**src/verilog/inverter_drive_pkg.sv**
```systemverilog
package inverter_drive_pkg;
    // system clock rate
    localparam int unsigned CLOCK_HZ          = 100_000_000;
    // switching frequency limits
    localparam int unsigned FREQ_MIN_HZ       = 110_000;
    localparam int unsigned FREQ_MAX_HZ       = 148_000;
    // period limits in clock cycles; longest period rounds down, shortest rounds up
    localparam int unsigned PERIOD_MAX_CYC    = CLOCK_HZ / FREQ_MIN_HZ;
    localparam int unsigned PERIOD_MIN_CYC    = (CLOCK_HZ + FREQ_MAX_HZ - 1) / FREQ_MAX_HZ;
    localparam int unsigned PERIOD_W          = 12;
    // default operating point
    localparam logic [11:0] PERIOD_RESET      = 12'h2ee;
    localparam logic [11:0] DUTY_RESET        = 12'h177;
    // correction step sizes, in cycles
    localparam logic [11:0] STEP_CYC          = 12'h004;
    // non-overlap interval
    localparam int unsigned DEAD_NS           = 50;
    localparam int unsigned DEAD_CYC          = (DEAD_NS * (CLOCK_HZ / 1_000_000) + 999) / 1000;
    localparam int unsigned DEAD_W            = 4;
    // signed error value width
    localparam int unsigned ERR_W             = 8;
endpackage

```
**src/verilog/inverter_link_if.sv**
```systemverilog
`timescale 1ns/1ps
`default_nettype none
interface inverter_link_if;
    logic phase_command_out_alt;
    logic leg_a_drive_in;
    logic leg_b_drive_in;
    logic half_bridge_select;

    modport device (
        output phase_command_out_alt,
        input  leg_a_drive_in,
        input  leg_b_drive_in
    );
    modport glue (
        input  phase_command_out_alt,
        output half_bridge_select,
        output leg_a_drive_in,
        output leg_b_drive_in
    );
endinterface
`default_nettype wire

```
**src/verilog/inverter_phase_shift_drive.sv**
```systemverilog
`timescale 1ns/1ps
`default_nettype none
// Overview of operation
// RQ1: switching frequency held within 110 to 148 kHz (full-bridge legs toggle once per command period, so 55 to 74 kHz)
// RQ2: each control error packet adjusts frequency or duty
// RQ3: glue decodes both command edges into leg drives
// RQ4: four gates full-bridge, leg a only half-bridge
// RQ5: command duty sets phase between leg highs
// RQ6: glue takes active-high half-bridge select
// RQ7: half-bridge leg a drive follows command output
// RQ8: low gate complements high gate per leg
// RQ9: non-overlap gap between high and low gates
module inverter_phase_shift_drive
    import inverter_drive_pkg::*;
#(
    parameter int unsigned DEAD_CYCLES = DEAD_CYC
) (
    input  wire logic              i_clock,
    input  wire logic              i_rst_n,
    input  wire logic              i_transfer_active,
    input  wire logic              i_half_bridge_select,
    input  wire logic              i_control_error_packet_valid,
    input  wire logic [ERR_W-1:0]  i_control_error_packet,
    input  wire logic              i_adjust_duty,
    output logic                   o_leg_a_high_gate,
    output logic                   o_leg_a_low_gate,
    output logic                   o_leg_b_high_gate,
    output logic                   o_leg_b_low_gate,
    output logic [PERIOD_W-1:0]    o_period,
    output logic [PERIOD_W-1:0]    o_duty,
    inverter_link_if.device        link
);
    localparam logic [PERIOD_W-1:0] P_MAX = PERIOD_W'(PERIOD_MAX_CYC);
    localparam logic [PERIOD_W-1:0] P_MIN = PERIOD_W'(PERIOD_MIN_CYC);
    localparam logic [DEAD_W-1:0]   DEAD  = DEAD_W'(DEAD_CYCLES);

    logic [PERIOD_W-1:0] period_r;
    logic [PERIOD_W-1:0] period_nxt;
    logic [PERIOD_W-1:0] duty_r;
    logic [PERIOD_W-1:0] duty_nxt;
    logic [PERIOD_W-1:0] cnt_r;
    logic [PERIOD_W-1:0] cnt_nxt;
    logic                cmd_r;
    logic                cmd_nxt;
    logic                a_s1_r;
    logic                a_s2_r;
    logic                b_s1_r;
    logic                b_s2_r;
    logic                hb_s1_r;
    logic                hb_s2_r;
    logic [1:0]          hi_g;
    logic [1:0]          lo_g;
    logic                err_neg;
    logic                err_zero;

    assign link.phase_command_out_alt = cmd_r;
    assign o_period = period_r;
    assign o_duty   = duty_r;
    assign err_neg  = i_control_error_packet[ERR_W-1];
    assign err_zero = (i_control_error_packet == '0);

    always_comb begin
        period_nxt = period_r;
        duty_nxt   = duty_r;
        if (i_transfer_active && i_control_error_packet_valid && !err_zero) begin
            if (i_adjust_duty) begin
                // positive error asks for more power: wider command duty
                if (!err_neg && duty_r + STEP_CYC < period_r) begin
                    duty_nxt = duty_r + STEP_CYC; // [RQ2] [RQ5]
                end else if (err_neg && duty_r > STEP_CYC) begin
                    duty_nxt = duty_r - STEP_CYC; // [RQ2]
                end
            end else begin
                // more power means lower frequency, nearer resonance
                if (!err_neg && period_r + STEP_CYC <= P_MAX) begin
                    period_nxt = period_r + STEP_CYC; // [RQ2] [RQ1]
                end else if (err_neg && period_r >= P_MIN + STEP_CYC) begin
                    period_nxt = period_r - STEP_CYC; // [RQ2] [RQ1]
                    // keep duty under the shorter period so the command still falls
                    if (duty_r >= period_r - STEP_CYC) begin
                        duty_nxt = period_r - STEP_CYC - 12'h001;
                    end
                end
            end
        end
    end

    always_comb begin
        cnt_nxt = (cnt_r + 12'h001 >= period_r) ? '0 : cnt_r + 12'h001; // [RQ1]
        cmd_nxt = (cnt_nxt < duty_r);
    end

    always_ff @(posedge i_clock) begin
        if (!i_rst_n) begin
            period_r <= PERIOD_RESET;
            duty_r   <= DUTY_RESET;
            cnt_r    <= '0;
            cmd_r    <= 1'b0;
        end else begin
            period_r <= period_nxt;
            duty_r   <= duty_nxt;
            cnt_r    <= cnt_nxt;
            cmd_r    <= cmd_nxt;
        end
    end

    // leg drives arrive as pins; both legs pay the same two-cycle delay, so phase is kept
    always_ff @(posedge i_clock) begin
        if (!i_rst_n) begin
            a_s1_r   <= 1'b0;
            a_s2_r   <= 1'b0;
            b_s1_r   <= 1'b0;
            b_s2_r   <= 1'b0;
            hb_s1_r  <= 1'b0;
            hb_s2_r  <= 1'b0;
        end else begin
            a_s1_r   <= link.leg_a_drive_in;
            a_s2_r   <= a_s1_r;
            b_s1_r   <= link.leg_b_drive_in;
            b_s2_r   <= b_s1_r;
            hb_s1_r  <= i_half_bridge_select;
            hb_s2_r  <= hb_s1_r;
        end
    end

    // leg b stays off in half-bridge mode; its gates both low
    deadtime_leg #(.DEAD(DEAD)) u_leg_a (
        .i_clock  (i_clock),
        .i_rst_n  (i_rst_n),
        .i_enable (1'b1),
        .i_drive  (a_s2_r),
        .o_high   (hi_g[0]),
        .o_low    (lo_g[0])
    );
    deadtime_leg #(.DEAD(DEAD)) u_leg_b (
        .i_clock  (i_clock),
        .i_rst_n  (i_rst_n),
        .i_enable (~hb_s2_r),       // [RQ4]
        .i_drive  (b_s2_r),
        .o_high   (hi_g[1]),
        .o_low    (lo_g[1])
    );

    assign o_leg_a_high_gate = hi_g[0]; // [RQ4]
    assign o_leg_a_low_gate  = lo_g[0];
    assign o_leg_b_high_gate = hi_g[1];
    assign o_leg_b_low_gate  = lo_g[1];
endmodule

module deadtime_leg
    import inverter_drive_pkg::*;
#(
    parameter logic [DEAD_W-1:0] DEAD = 4'h5
) (
    input  wire logic i_clock,
    input  wire logic i_rst_n,
    input  wire logic i_enable,
    input  wire logic i_drive,
    output logic      o_high,
    output logic      o_low
);
    logic              state_r;
    logic              state_nxt;
    logic [DEAD_W-1:0] gap_r;
    logic [DEAD_W-1:0] gap_nxt;
    logic              high_r;
    logic              high_nxt;
    logic              low_r;
    logic              low_nxt;
    logic              target;

    assign target = i_enable & i_drive;
    assign o_high = high_r;
    assign o_low  = low_r;

    always_comb begin
        state_nxt = state_r;
        gap_nxt   = gap_r;
        high_nxt  = 1'b0;
        low_nxt   = 1'b0;
        if (target != state_r) begin
            // both gates off for the gap before the new side turns on
            state_nxt = target;
            gap_nxt   = DEAD; // [RQ9]
        end else if (gap_r != '0) begin
            gap_nxt = gap_r - 4'h1;
        end else if (i_enable) begin
            high_nxt = state_r;
            low_nxt  = ~state_r; // [RQ8]
        end
    end

    always_ff @(posedge i_clock) begin
        if (!i_rst_n) begin
            state_r <= 1'b0;
            // gap runs from reset, so no gate turns on in the first cycles
            gap_r   <= DEAD;
            high_r  <= 1'b0;
            low_r   <= 1'b0;
        end else begin
            state_r <= state_nxt;
            gap_r   <= gap_nxt;
            high_r  <= high_nxt;
            low_r   <= low_nxt;
        end
    end
endmodule
`default_nettype wire

```
**src/flat_wrapper.sv**
```systemverilog
// flat-port wrapper written by rule: the top's interface ports become plain ports
module inverter_phase_shift_drive_flat import inverter_drive_pkg::*;
#(
    parameter int unsigned DEAD_CYCLES = DEAD_CYC
)
  (i_clock, i_rst_n, i_transfer_active, i_half_bridge_select, i_control_error_packet_valid, i_control_error_packet, i_adjust_duty, o_leg_a_high_gate, o_leg_a_low_gate, o_leg_b_high_gate, o_leg_b_low_gate, o_period, o_duty, link_phase_command_out_alt, link_leg_a_drive_in, link_leg_b_drive_in);
  inverter_link_if link_i ();
  input  wire logic i_clock;
  input  wire logic i_rst_n;
  input  wire logic i_transfer_active;
  input  wire logic i_half_bridge_select;
  input  wire logic i_control_error_packet_valid;
  input  wire logic [ERR_W-1:0] i_control_error_packet;
  input  wire logic i_adjust_duty;
  output logic o_leg_a_high_gate;
  output logic o_leg_a_low_gate;
  output logic o_leg_b_high_gate;
  output logic o_leg_b_low_gate;
  output logic [PERIOD_W-1:0] o_period;
  output logic [PERIOD_W-1:0] o_duty;
  output wire logic [$bits(link_i.phase_command_out_alt)-1:0] link_phase_command_out_alt;
  input wire logic [$bits(link_i.leg_a_drive_in)-1:0] link_leg_a_drive_in;
  input wire logic [$bits(link_i.leg_b_drive_in)-1:0] link_leg_b_drive_in;
  assign link_phase_command_out_alt = link_i.phase_command_out_alt;
  assign link_i.leg_a_drive_in = link_leg_a_drive_in;
  assign link_i.leg_b_drive_in = link_leg_b_drive_in;
  inverter_phase_shift_drive #(.DEAD_CYCLES(DEAD_CYCLES)) u_core (.i_clock(i_clock), .i_rst_n(i_rst_n), .i_transfer_active(i_transfer_active), .i_half_bridge_select(i_half_bridge_select), .i_control_error_packet_valid(i_control_error_packet_valid), .i_control_error_packet(i_control_error_packet), .i_adjust_duty(i_adjust_duty), .o_leg_a_high_gate(o_leg_a_high_gate), .o_leg_a_low_gate(o_leg_a_low_gate), .o_leg_b_high_gate(o_leg_b_high_gate), .o_leg_b_low_gate(o_leg_b_low_gate), .o_period(o_period), .o_duty(o_duty), .link(link_i));
endmodule
```
**config.mk**
```make
export PLATFORM = sky130hd
export DESIGN_NAME = inverter_phase_shift_drive_flat
export DESIGN_NICKNAME = d
export VERILOG_FILES = /design/src/verilog/inverter_drive_pkg.sv /design/src/verilog/inverter_link_if.sv /design/src/verilog/inverter_phase_shift_drive.sv /design/src/flat_wrapper.sv
export SDC_FILE = /design/constraint.sdc
export NUM_CORES = 1
export LEC_CHECK = 0
export ABC_CLOCK_PERIOD_IN_PS = 3400
export BUFFER_PORTS_ARGS = -buffer_cell sky130_fd_sc_hd__buf_2
export CORE_MARGIN = 5
export CORE_UTILIZATION = 45
export DETAILED_ROUTE_END_ITERATION = 6
export PLACE_DENSITY = 0.66
export REMOVE_ABC_BUFFERS = 1
export SYNTH_ARGS = -nofsm -noshare
export SYNTH_HDL_FRONTEND = slang
export SYNTH_SLANG_ARGS = --single-unit
```
**constraint.sdc**
```tcl
create_clock -name i_clock -period 3.4 [get_ports i_clock]
set_input_delay 0.51 -clock i_clock [delete_from_list [all_inputs] [get_ports i_clock]]
set_output_delay 0.51 -clock i_clock [all_outputs]
set_load 0.05 [all_outputs]
```
==> metrics.md, run 1 <==
| Metric | Value |
|---|---|
| Gr busiest metal | met2 |
| Clk_skew | 0.0106 ns |
| CP max stage cell | dfxtp_2 |
| R2R setup slack | 0.08 ns |
| Dpl hpwl | 8.76 mm |
| Slowest stage delay, CP | 0.35 ns |
| Via count | 3,926 |
| Final wirelength | 11.1 mm |
| Kind of critical path | flip-flop to flip-flop |
| P_leak | 2.31 nW |
| Cell Chain, Critical Path | and3_4 > and3_4 > nand2_2 > nor2_2 > xnor2_1 > inv_1 > ha_4 > a21o_1 > a21o_1 > a21oi_2 > o31ai_4 > nor2_4 > ha_4 > a21o_1 > a21o_1 > a21oi_2 > nor2_1 > a2111oi_2 > o21ai_1 > a21oi_1 |
| Number of hold buffers added after CTS | 0 |
| Die area | 11,100 µm² |
| IO Port Bufs | 42 |
| Avg Cell Area, Syn | 8.04 µm² |
| Worst Path Required | 3.66 ns |
| Clock Path Buffers | 2 |
| Met1 Use GR | 0.268 |
| WP buf/inv | 1 |
| Core ar. | 8760 µm² |
| Worst reg2reg path startpoint | u_core.cnt_r[4]$_SDFF_PN0_ |
| Clock Latency Late Sink | 0.32 ns |
| Startpoint Class | flip-flop |
| Gr usage total | 0.196 |
| Starting Density | 0.465 |
| CTS sink count | 55 |
| Distinct cells, synth | 62 |
| IO Pins | 45 |
| Area Overhead vs Synth | 20.3% |
| DRT Pass-1 Iters | 4 |
| YS warnings | 0 |
| Relative slew slack | 0.510 |
| Unrepaired setup endpoints after global routing | true |
| Register area share after synthesis | 0.270 |
| Critical path's most frequent cell | a21o_1 |
| Root Buffer | clkbuf_8 |
| Drt drc | 0 |
| Status | completed |
| Hold crit path type | input port to flip-flop |
| Die Y | 105 µm |
| Synthesized cell area | 4080 µm² |
| CP Max Fanout | 4 |
| First-pass GRT wire length | 18.1 mm |
| Total grt overflow | 0 |
| Ant diodes | 0 |
| Crit path DAT | 3.57 ns |
| Leading area contributor after synthesis | dfxtp_1 |
| Routability cong. | 0.944 |
| Max cap viols | 0 |
| Fin. Hold Viols | 0 |
| Worst setup path start | u_core.cnt_r[4]$_SDFF_PN0_ |
| Num CTS Buffers | 5 |
| Reg2Reg Depth | 20 |
| Routed wire length per instance | 15.9 µm |
| Site Rows | 34 |
| P per Cell Area | 274 nW/µm² |
| R2R Path End | u_core.link.phase_command_out_alt$_SDFF_PN0_ |
| CTS tree | done |
| Nets@finish | 655 |
| Ranking of synthesized cells by area | dfxtp_1 27%, ha_1 16%, xnor2_1 6.2%, nor2_1 4.6%, inv_1 4.0% |
| Final setup viols | 0 |
| Cell count after synthesis | 507 |
| H-tree levels | 2 |
| GRT met2 Usage | 0.314 |
| Clock-pin slew on the worst setup and hold paths | 0.10 ns |
| Worst vdd ir | 0.000146 V |
| Initial antenna violation count | 0 |
| Layout cells sized above 1 | 0.233 |
| Crit path time final | 3.32 ns |
| Max Transition Viols Final | 0 |
| Top cell type's share of synthesized area | 0.270 |
| Delay-heaviest family, CP | compound AO/OA/AOI/OAI gates |
| Via-per-instance ratio | 5.65 |
| Fmax | 302 MHz |
| Top_reg_cell synth | dfxtp_1 |
| 1st-iter DRT viols | 202 |
| Placed insts | 688 |
| Hold path cells | 2 |
| Critical Path End Type | flip-flop |
| Critical path depth | 20 |
| Number of global-route vias before repair | 3,731 |
| Period utilization | 0.975 |
| Worst slew pin tran | 0.727 ns |
| Total chip power | 1.35 mW |
| Largest net degree at the start of global routing | 41 |
| Async set or reset register ratio after synthesis | 0 |
| GR Util met3 | 0.0290 |
| Final core occ | 0.560 |
| Critical Path End | u_core.link.phase_command_out_alt$_SDFF_PN0_ |
| Post-route ant nets | 0 |
| Final Non-Filler Cells | 695 |
| Die Wd | 105 µm |
| Post-synth EDFFs | 0 |
| Synthesized flop and latch total | 55 |
logic make-up (layout without fill, tap and decap cells):
family,count (synthesis),in the layout,share of synthesized area
DFF,55,55,0.270
AOI/OAI and AO/OA,105,105,0.172
muxes,12,12,0.0316
buffers and inverters,63,143,0.0663
other,2,2,0.00184
and+or+nand+nor,181,181,0.219
xor gates and xnor gates,37,37,0.0795
adders and majority gates,52,52,0.160
area by class of cell:
cell class                 instances  area, µm²
clock inverter                     2       13.8
multi-input combinational        389       2830
clock buffer                       5       68.8
fill                             815       3860
sequential                        55       1100
tap                              108        135
inverter                          44        165
timing repair buffer              92        586
metal layers:
| layer | vias to the layer above | wire length, µm |
|---|---|---|
| met3 | 22 | 502 |
| met4 | 0 | 278 |
| met2 | 109 | 4950 |
| met1 | 1841 | 5340 |
| li1 | 1954 | - |
| met5 | - | 0 |
worst min-delay path by stage:
stage | slack, ns | startpoint | to
floorplan | 0.41 | u_core.a_s1_r$_SDFF_PN0_ | u_core.a_s2_r$_SDFF_PN0_
global placement | 0.42 | u_core.b_s1_r$_SDFF_PN0_ | u_core.b_s2_r$_SDFF_PN0_
detailed placement | 0.43 | u_core.b_s1_r$_SDFF_PN0_ | u_core.b_s2_r$_SDFF_PN0_
CTS | 0.40 | i_half_bridge_select | u_core.hb_s1_r$_SDFF_PN0_
global route | 0.41 | i_half_bridge_select | u_core.hb_s1_r$_SDFF_PN0_
finish | 0.40 | i_half_bridge_select | u_core.hb_s1_r$_SDFF_PN0_
worst reg2reg max path, cell delays in order, from the launching register on:
cell and delay (ns):
dfxtp_2 0.35, and3_4 0.18, and3_4 0.22, nand2_2 0.06, nor2_2 0.09, xnor2_1 0.14
inv_1 0.10, ha_4 0.25, a21o_1 0.17, a21o_1 0.16, a21oi_2 0.18, o31ai_4 0.12
nor2_4 0.12, ha_4 0.22, a21o_1 0.15, a21o_1 0.18, a21oi_2 0.11, nor2_1 0.06
a2111oi_2 0.20, o21ai_1 0.09, a21oi_1 0.11
synth_stat cells, drive strengths merged, types with 3 or more instances:
master and n:
a31oi 3, nand3 17, xor2 8, clkbuf 11, a21oi 23, or4 5
o21a 4, nor4 6, nand3b 3, nand2 42, mux2 7, mux2i 5
nor2 50, a211oi 7, or3 4, o2111ai 3, and2 9, ha 52
nor3 20, inv 43, xnor2 29, buf 8, dfxtp 55, a32oi 4
nand4 10, o21ai 26, o31ai 7, a21o 9, and3 5, a211o 4
metrics by stage:
step	cell area, µm²	hold WS, ns	setup WS, ns	setup TNS [ns]
5_1_grt	4900	0.409	-0.167	-0.167
6_report	4900	0.401	0.0836	0
4_1_cts	4890	0.400	0.000560	0
3_5_place_dp	4690	0.426	-0.335	-0.335
2_1_floorplan	3970	0.412	-0.468	-1.33
3_3_place_gp	4690	0.420	-0.213	-0.213
power breakdown:
part | internal [mW] | total (mW) | switching (mW) | leakage, nW
Combinational | 0.111 | 0.286 | 0.174 | 1.82
Sequential | 0.671 | 0.693 | 0.0217 | 0.450
Clock | 0.142 | 0.367 | 0.225 | 0.0440
flip-flops by register name (all words and copies together), names as in the netlist, 4 cells and up:
name,count
u_core.cnt_r,12
u_core.u_leg_b.gap_r,4
u_core.o_duty,12
u_core.o_period,10
u_core.u_leg_a.gap_r,4
cells in the final DEF (no fill, tap or decap), drive strengths merged, types with 9 or more instances in the layout:
| master | synthesis | layout |
|---|---|---|
| a21o | 9 | 9 |
| a21oi | 23 | 23 |
| and2 | 9 | 9 |
| buf | 8 | 92 |
| dfxtp | 55 | 55 |
| ha | 52 | 52 |
| inv | 43 | 43 |
| nand2 | 42 | 42 |
| nand3 | 17 | 17 |
| nand4 | 10 | 10 |
| nor2 | 50 | 50 |
| nor3 | 20 | 20 |
| o21ai | 26 | 26 |
| xnor2 | 29 | 29 |
what timing repair did:
item | 4_1_cts | 5_1_grt
gates resized for setup | 21 | 7
setup buffers | 3 | 0
pin swaps | 14 | 3
setup endpoints to repair | 1 | 5
Note: power is estimated with default switching activity, not from simulation.
==> inputs of run 2 (changes only) <==
- ABC_AREA: not set -> 1
- REMOVE_ABC_BUFFERS: 1 -> not set
==> metrics.md, run 2 <==
| Metric | Value |
|---|---|
| Die area | 12,200 µm² (+10%) |
| R2R Path End | u_core.link.phase_command_out_alt$_SDFF_PN0_ |
| IO Pins | 45 (unchanged) |
| Area Overhead vs Synth | 19.2% |
| Kind of critical path | flip-flop to flip-flop |
| Final wirelength | 12.9 mm (+17%) |
| Startpoint Class | flip-flop |
| Routed wire length per instance | 14.2 µm (-11%) |
| Routability cong. | 0.940 (-0.43%) |
| Ant diodes | 0 (unchanged) |
| Final core occ | 0.552 (-0.00732) |
| Delay-heaviest family, CP | simple AND/OR/NAND/NOR gates |
| WP buf/inv | 4 (+3) |
| Post-synth EDFFs | 0 (unchanged) |
| Hold Path Sink | u_core.hb_s1_r$_SDFF_PN0_ |
| 1st-iter DRT viols | 277 (+37%) |
| CP Max Fanout | 4 (unchanged) |
| Cell count after synthesis | 705 (+39%) |
| Number of global-route vias before repair | 4,438 (+19%) |
| Worst reg2reg path startpoint | u_core.cnt_r[1]$_SDFF_PN0_ |
| R2R setup slack | 0.03 ns (-0.05 ns) |
| Clock-pin slew on the worst setup and hold paths | 0.12 ns (+0.02 ns) |
| WL met1 | 5.94 mm (+11%) |
| Worst Path Required | 3.63 ns (-0.03 ns) |
| Crit path DAT | 3.60 ns (+0.03 ns) |
| IO Port Bufs | 42 (unchanged) |
| Unrepaired setup endpoints after global routing | true |
| Gr usage total | 0.215 (+0.0196) |
| Ranking of synthesized cells by area | dfxtp_1 24%, nand2_1 17%, ha_1 14%, inv_1 8.4%, nor2_1 6.8% |
| Placed insts | 889 (+29%) |
| Reg2Reg Depth | 26 (+30%) |
| Nets@finish | 841 (+28%) |
| Commonest non-fill, non-tap cell in the layout | nand2_1 |
| YS warnings | 0 (unchanged) |
| Slowest stage delay, CP | 0.38 ns (+0.03 ns) |
| Design Area, Final | 5400 µm² (+10%) |
| CP max stage cell | dfxtp_2 |
| Number of hold buffers added after CTS | 0 (unchanged) |
| Mapped Nets | 773 |
| Setup TNS | 0 ns (unchanged) |
| Top-count cell post-synth | nand2_1 |
| Critical path depth | 26 (+30%) |
| Drt drc | 0 (unchanged) |
| Synth cell count leaders | 203 x nand2_1, 101 x inv_1, 82 x nor2_1 |
| Placement Cell Area | 4980 µm² (+6.2%) |
| Async set or reset register ratio after synthesis | 0 (unchanged) |
| DRT Pass-1 Iters | 5 (+1) |
| Relative slew slack | 0.580 (+0.0702) |
| Critical Path End Type | flip-flop |
| Worst slew pin tran | 0.629 ns (-0.0976 ns) |
| Largest net degree at the start of global routing | 32 (-22%) |
| H-tree levels | 2 (unchanged) |
| Initial antenna violation count | 0 (unchanged) |
| P_leak | 2.92 nW (+27%) |
| Clk_skew | 0.0150 ns (+0.00439 ns) |
| Root Buffer | clkbuf_8 |
| Core ar. | 9770 µm² (+12%) |
| Clock Latency Late Sink | 0.33 ns (about the same) |
| Met2 wire length | 5.99 mm (+21%) |
| Distinct cells, synth | 40 (-35%) |
| Clock Path Buffers | 2 (unchanged) |
| CTS sink count | 55 (unchanged) |
| Via-per-instance ratio | 5.11 (-9.5%) |
| Post-route ant nets | 0 (unchanged) |
| Die Y | 110 µm (+4.9%) |
| Starting Density | 0.463 (-0.00177) |
| CTS tree | done |
| Period utilization | 0.990 (+0.0150) |
| Crit path time final | 3.37 ns (+0.0510 ns) |
| Num CTS Buffers | 5 (unchanged) |
| Max cap viols | 0 (unchanged) |
| Hold path cells | 3 (+1) |
| Avg Cell Area, Syn | 6.42 µm² (-20%) |
| Critical path's most frequent cell | nand2_2 |
| Synthesized cell area | 4530 µm² (+11%) |
| Max Transition Viols Final | 0 (unchanged) |
| Hold crit path type | input port to flip-flop |
| Final Non-Filler Cells | 907 (+31%) |
| Synthesized flop and latch total | 55 (unchanged) |
| Via count | 4,635 (+18%) |
| Final setup viols | 0 (unchanged) |
| Register area share after synthesis | 0.243 (-0.0270) |
| Dpl hpwl | 9.95 mm (+14%) |
| Fin. Hold Viols | 0 (unchanged) |
| Met3 routed WL | 622 µm (+24%) |
| Top_reg_cell synth | dfxtp_1 |
| Fmax | 297 MHz (-1.5%) |
| P per Cell Area | 308 nW/µm² (+12%) |
| Beginning of the worst hold path | i_half_bridge_select |
| Die Wd | 110 µm (+4.9%) |
| Total grt overflow | 0 (unchanged) |
| Top cell type's share of synthesized area | 0.243 (-0.0270) |
| Top Layer Used | met4 |
| Commonest non-fill, non-tap cells in the layout | 194 x nand2_1, 98 x inv_1, 71 x nor2_1 |
| Site Rows | 36 (+5.9%) |
| Worst vdd ir | 0.000191 V (+31%) |
| First-pass GRT wire length | 20.8 mm (+15%) |
| Layout cells sized above 1 | 0.193 (-0.0409) |
| Status | completed |
| Total chip power | 1.66 mW (+23%) |
| Leading area contributor after synthesis | dfxtp_1 |
run 2: through the flow:
step | worst slack (ns) | hold WS, ns
after global routing | -0.209 | 0.385
after global placement | 0.127 | 0.396
after CTS | 0.00107 | 0.364
after floorplan | 0.0504 | 0.390
after detailed placement | -0.0967 | 0.402
final | 0.0326 | 0.374
run 2: cell type report:
cell class,count,area (µm²)
clock inverters,3,27.5
inverters,105,394
clock buffers,5,68.8
fillers,995,4380
well taps,133,166
multi-input cells,525,3130
repair buffers,81,510
flip-flops and latches,55,1110
run 2: cells by family after synthesis:
group / Yosys count / synth area share
XOR/XNOR: 26 / 0.0503
flip-flops: 55 / 0.243
adder cells (fa/ha/maj): 52 / 0.144
AO/OA/AOI/OAI: 58 / 0.0724
other: 2 / 0.00166
AND/OR/NAND/NOR: 386 / 0.370
buffers and inverters: 126 / 0.119
run 2: metal layers:
metal  vias up  global-route usage
li1       2357                   -
met1      2130               0.284
met2       122               0.361
met3        26              0.0291
met4         0              0.0739
met5         -                   0
run 2: what timing repair did:
action | CTS | global route
pin swaps | 1 | 23
gates cloned | 1 | 0
setup endpoints to repair | 1 | 1
endpoints found under the hold margin | 0 | 0
setup buffers | 1 | 8
gates resized for setup | 3 | 56
run 2: how the worst max path moves through the flow:
stage                                     startpoint                                           end
after detailed placement  u_core.cnt_r[0]$_SDFF_PN0_  u_core.link.phase_command_out_alt$_SDFF_PN0_
after global placement    u_core.cnt_r[0]$_SDFF_PN0_  u_core.link.phase_command_out_alt$_SDFF_PN0_
final                     u_core.cnt_r[1]$_SDFF_PN0_  u_core.link.phase_command_out_alt$_SDFF_PN0_
after global routing      u_core.cnt_r[1]$_SDFF_PN0_  u_core.link.phase_command_out_alt$_SDFF_PN0_
after CTS                 u_core.cnt_r[1]$_SDFF_PN0_  u_core.link.phase_command_out_alt$_SDFF_PN0_
after floorplan           u_core.cnt_r[0]$_SDFF_PN0_  u_core.link.phase_command_out_alt$_SDFF_PN0_
run 2: report_power, final:
group	switching, mW	internal (mW)
Clock	0.248	0.152
Combinational	0.354	0.179
Sequential	0.0367	0.692
run 2: worst min-delay path: stages:
cell,delay (ns)
buf_2,0.08
nand2_1,0.04
inv_1,0.04
==> inputs of run 3 (changes only) <==
- CORE_UTILIZATION: 45 -> 37
- PLACE_DENSITY: 0.66 -> 0.56
==> metrics.md, run 3 (synthesized netlist as in run 2, its figures left out) <==
| Metric | Value |
|---|---|
| Nets@finish | 837 (-0.48%) |
| H-tree levels | 2 (unchanged) |
| Final wirelength | 13.0 mm (+0.98%) |
| Root Buffer | clkbuf_16 |
| Critical Path End Type | flip-flop |
| Die Y | 121 µm (+9.3%) |
| Core ar. | 12,000 µm² (+23%) |
| Placed insts | 897 (+0.90%) |
| Status | completed |
| Crit path DAT | 3.51 ns (-0.09 ns) |
| Dpl hpwl | 9.98 mm (+0.35%) |
| Layout cells sized above 1 | 0.190 (-0.00290) |
| Drt drc | 0 (unchanged) |
| Total grt overflow | 0 (unchanged) |
| Fmax | 302 MHz (+1.7%) |
| Unrepaired setup endpoints after global routing | true |
| Relative slew slack | 0.585 (+0.00411) |
| Gr usage total | 0.179 (-0.0366) |
| Starting Density | 0.377 (-0.0863) |
| Hold crit path type | input port to flip-flop |
| R2R setup slack | 0.09 ns (+0.06 ns) |
| Max Transition Viols Final | 0 (unchanged) |
| Initial antenna violation count | 0 (unchanged) |
| Die area | 14,600 µm² (+20%) |
| Site Rows | 40 (+11%) |
| Crit path time final | 3.31 ns (-0.0565 ns) |
| Ant diodes | 0 (unchanged) |
| Final core occ | 0.459 (-0.0938) |
| R2R Path End | u_core.link.phase_command_out_alt$_SDFF_PN0_ |
| CP max stage cell | dfxtp_2 |
| Routability cong. | 0.921 (-2.0%) |
| Worst slack on hold paths | 0.390 ns (+0.0162 ns) |
| Final Non-Filler Cells | 917 (+1.1%) |
| Max cap viols | 0 (unchanged) |
| Via count | 4,613 (-0.47%) |
| Worst slew pin tran | 0.623 ns (-0.00617 ns) |
| Worst Path Required | 3.60 ns (-0.03 ns) |
| Routed wire length per instance | 14.2 µm (-0.12%) |
| Critical Path End | u_core.link.phase_command_out_alt$_SDFF_PN0_ |
| Worst setup path start | u_core.cnt_r[1]$_SDFF_PN0_ |
| Critical path depth | 25 (-3.8%) |
| Slowest stage delay, CP | 0.36 ns (-0.02 ns) |
| Clock Latency Late Sink | 0.31 ns (-0.02 ns) |
| Area Overhead vs Synth | 21.6% |
| Commonest non-fill, non-tap cell in the layout | nand2_1 |
| 1st-iter DRT viols | 257 (-7.2%) |
| Critical path's most frequent cell | nand2_2 |
| IO Pins | 45 (unchanged) |
| Clock-pin slew on the worst setup and hold paths | 0.08 ns (-0.04 ns) |
| DRT Pass-1 Iters | 5 (unchanged) |
| P per Cell Area | 330 nW/µm² (+7.3%) |
| Largest net degree at the start of global routing | 32 (unchanged) |
| Kind of critical path | flip-flop to flip-flop |
| P_leak | 2.95 nW (+0.93%) |
| Reg2Reg Depth | 25 (-3.8%) |
| Commonest non-fill, non-tap cells in the layout | 194 x nand2_1, 99 x inv_1, 70 x nor2_1 |
| Number of global-route vias before repair | 4,321 (-2.6%) |
| Design Area, Final | 5510 µm² (+2.0%) |
| Placement Cell Area | 4960 µm² (-0.55%) |
| Die Wd | 121 µm (+9.3%) |
| Startpoint Class | flip-flop |
| CTS tree | done |
| CTS sink count | 55 (unchanged) |
| Num CTS Buffers | 5 (unchanged) |
| WP buf/inv | 4 (unchanged) |
| Period utilization | 0.974 (-0.0166) |
| CP Max Fanout | 8 (+4) |
| Delay-heaviest family, CP | simple AND/OR/NAND/NOR gates |
| Final setup viols | 0 (unchanged) |
| Via-per-instance ratio | 5.03 (-1.6%) |
| Worst reg2reg path startpoint | u_core.cnt_r[1]$_SDFF_PN0_ |
| IO Port Bufs | 42 (unchanged) |
| Fin. Hold Viols | 0 (unchanged) |
| Post-route ant nets | 0 (unchanged) |
| First-pass GRT wire length | 21.1 mm (+1.4%) |
| Clock Path Buffers | 2 (unchanged) |
| Worst vdd ir | 0.000265 V (+39%) |
| Clk_skew | 0.00761 ns (-0.00741 ns) |
| Fillers | 1,229 (+24%) |
run 3: cell types whose count changed in the layout (fill, tap and decap cells not counted), sizes merged:
cell / before / now
nand2: 207 / 206
nand4: 13 / 14
buf: 81 / 77
run 3: how the worst min path moves through the flow:
stage	cells after the start	end	start
finish	3	u_core.hb_s1_r$_SDFF_PN0_	i_half_bridge_select
global route	3	u_core.hb_s1_r$_SDFF_PN0_	i_half_bridge_select
CTS	3	u_core.hb_s1_r$_SDFF_PN0_	i_half_bridge_select
detailed placement	2	u_core.a_s2_r$_SDFF_PN0_	u_core.a_s1_r$_SDFF_PN0_
global placement	2	u_core.a_s2_r$_SDFF_PN0_	u_core.a_s1_r$_SDFF_PN0_
floorplan	2	u_core.a_s2_r$_SDFF_PN0_	u_core.a_s1_r$_SDFF_PN0_
run 3: power breakdown:
| group | internal [mW] | total [mW] | switching, mW | leakage, nW |
|---|---|---|---|---|
| sequential | 0.692 | 0.732 | 0.0404 | 0.450 |
| combinational | 0.181 | 0.532 | 0.351 | 2.43 |
| clock | 0.281 | 0.554 | 0.273 | 0.0719 |
run 3: cell type report:
class / count / area (µm²) / share of cell area
Inverter: 105 / 394 / 0.0716
Sequential cell: 55 / 1100 / 0.200
Timing Repair Buffer: 77 / 488 / 0.0886
Multi-Input combinational cell: 525 / 3190 / 0.578
Clock buffer: 5 / 125 / 0.0227
Clock inverter: 3 / 27.5 / 0.00500
Tap cell: 147 / 184 / 0.0334
run 3: layer usage:
layer,global-route usage,up-vias,share of wire
met3,0.0285,10,0.049
li1,-,2355,-
met5,0,-,0
met1,0.244,2136,0.48
met4,0.0347,0,0.0086
met2,0.300,112,0.46
run 3: what timing repair did:
action                                 CTS  global route
hold buffers                             0             0
setup endpoints to repair                1            11
cloned                                   0             1
endpoints found under the hold margin    0             0
pin swaps                                2            28
gates resized for setup                  3            63
setup buffers                            2             9
run 3: tightest hold or removal path, cell delays in order:
cell,delay [ns]
buf_2,0.08
nand2_1,0.04
inv_1,0.04
run 3: through the flow:
step / setup TNS (ns) / power [mW] / setup WS (ns)
6_report: 0 / 1.82 / 0.0891
5_1_grt: -0.141 / 1.93 / -0.141
4_1_cts: 0 / 1.81 / 0.0124
3_5_place_dp: -0.0673 / 1.25 / -0.0673
3_3_place_gp: 0 / 1.24 / 0.0471
2_1_floorplan: 0 / 1.12 / 0.0504
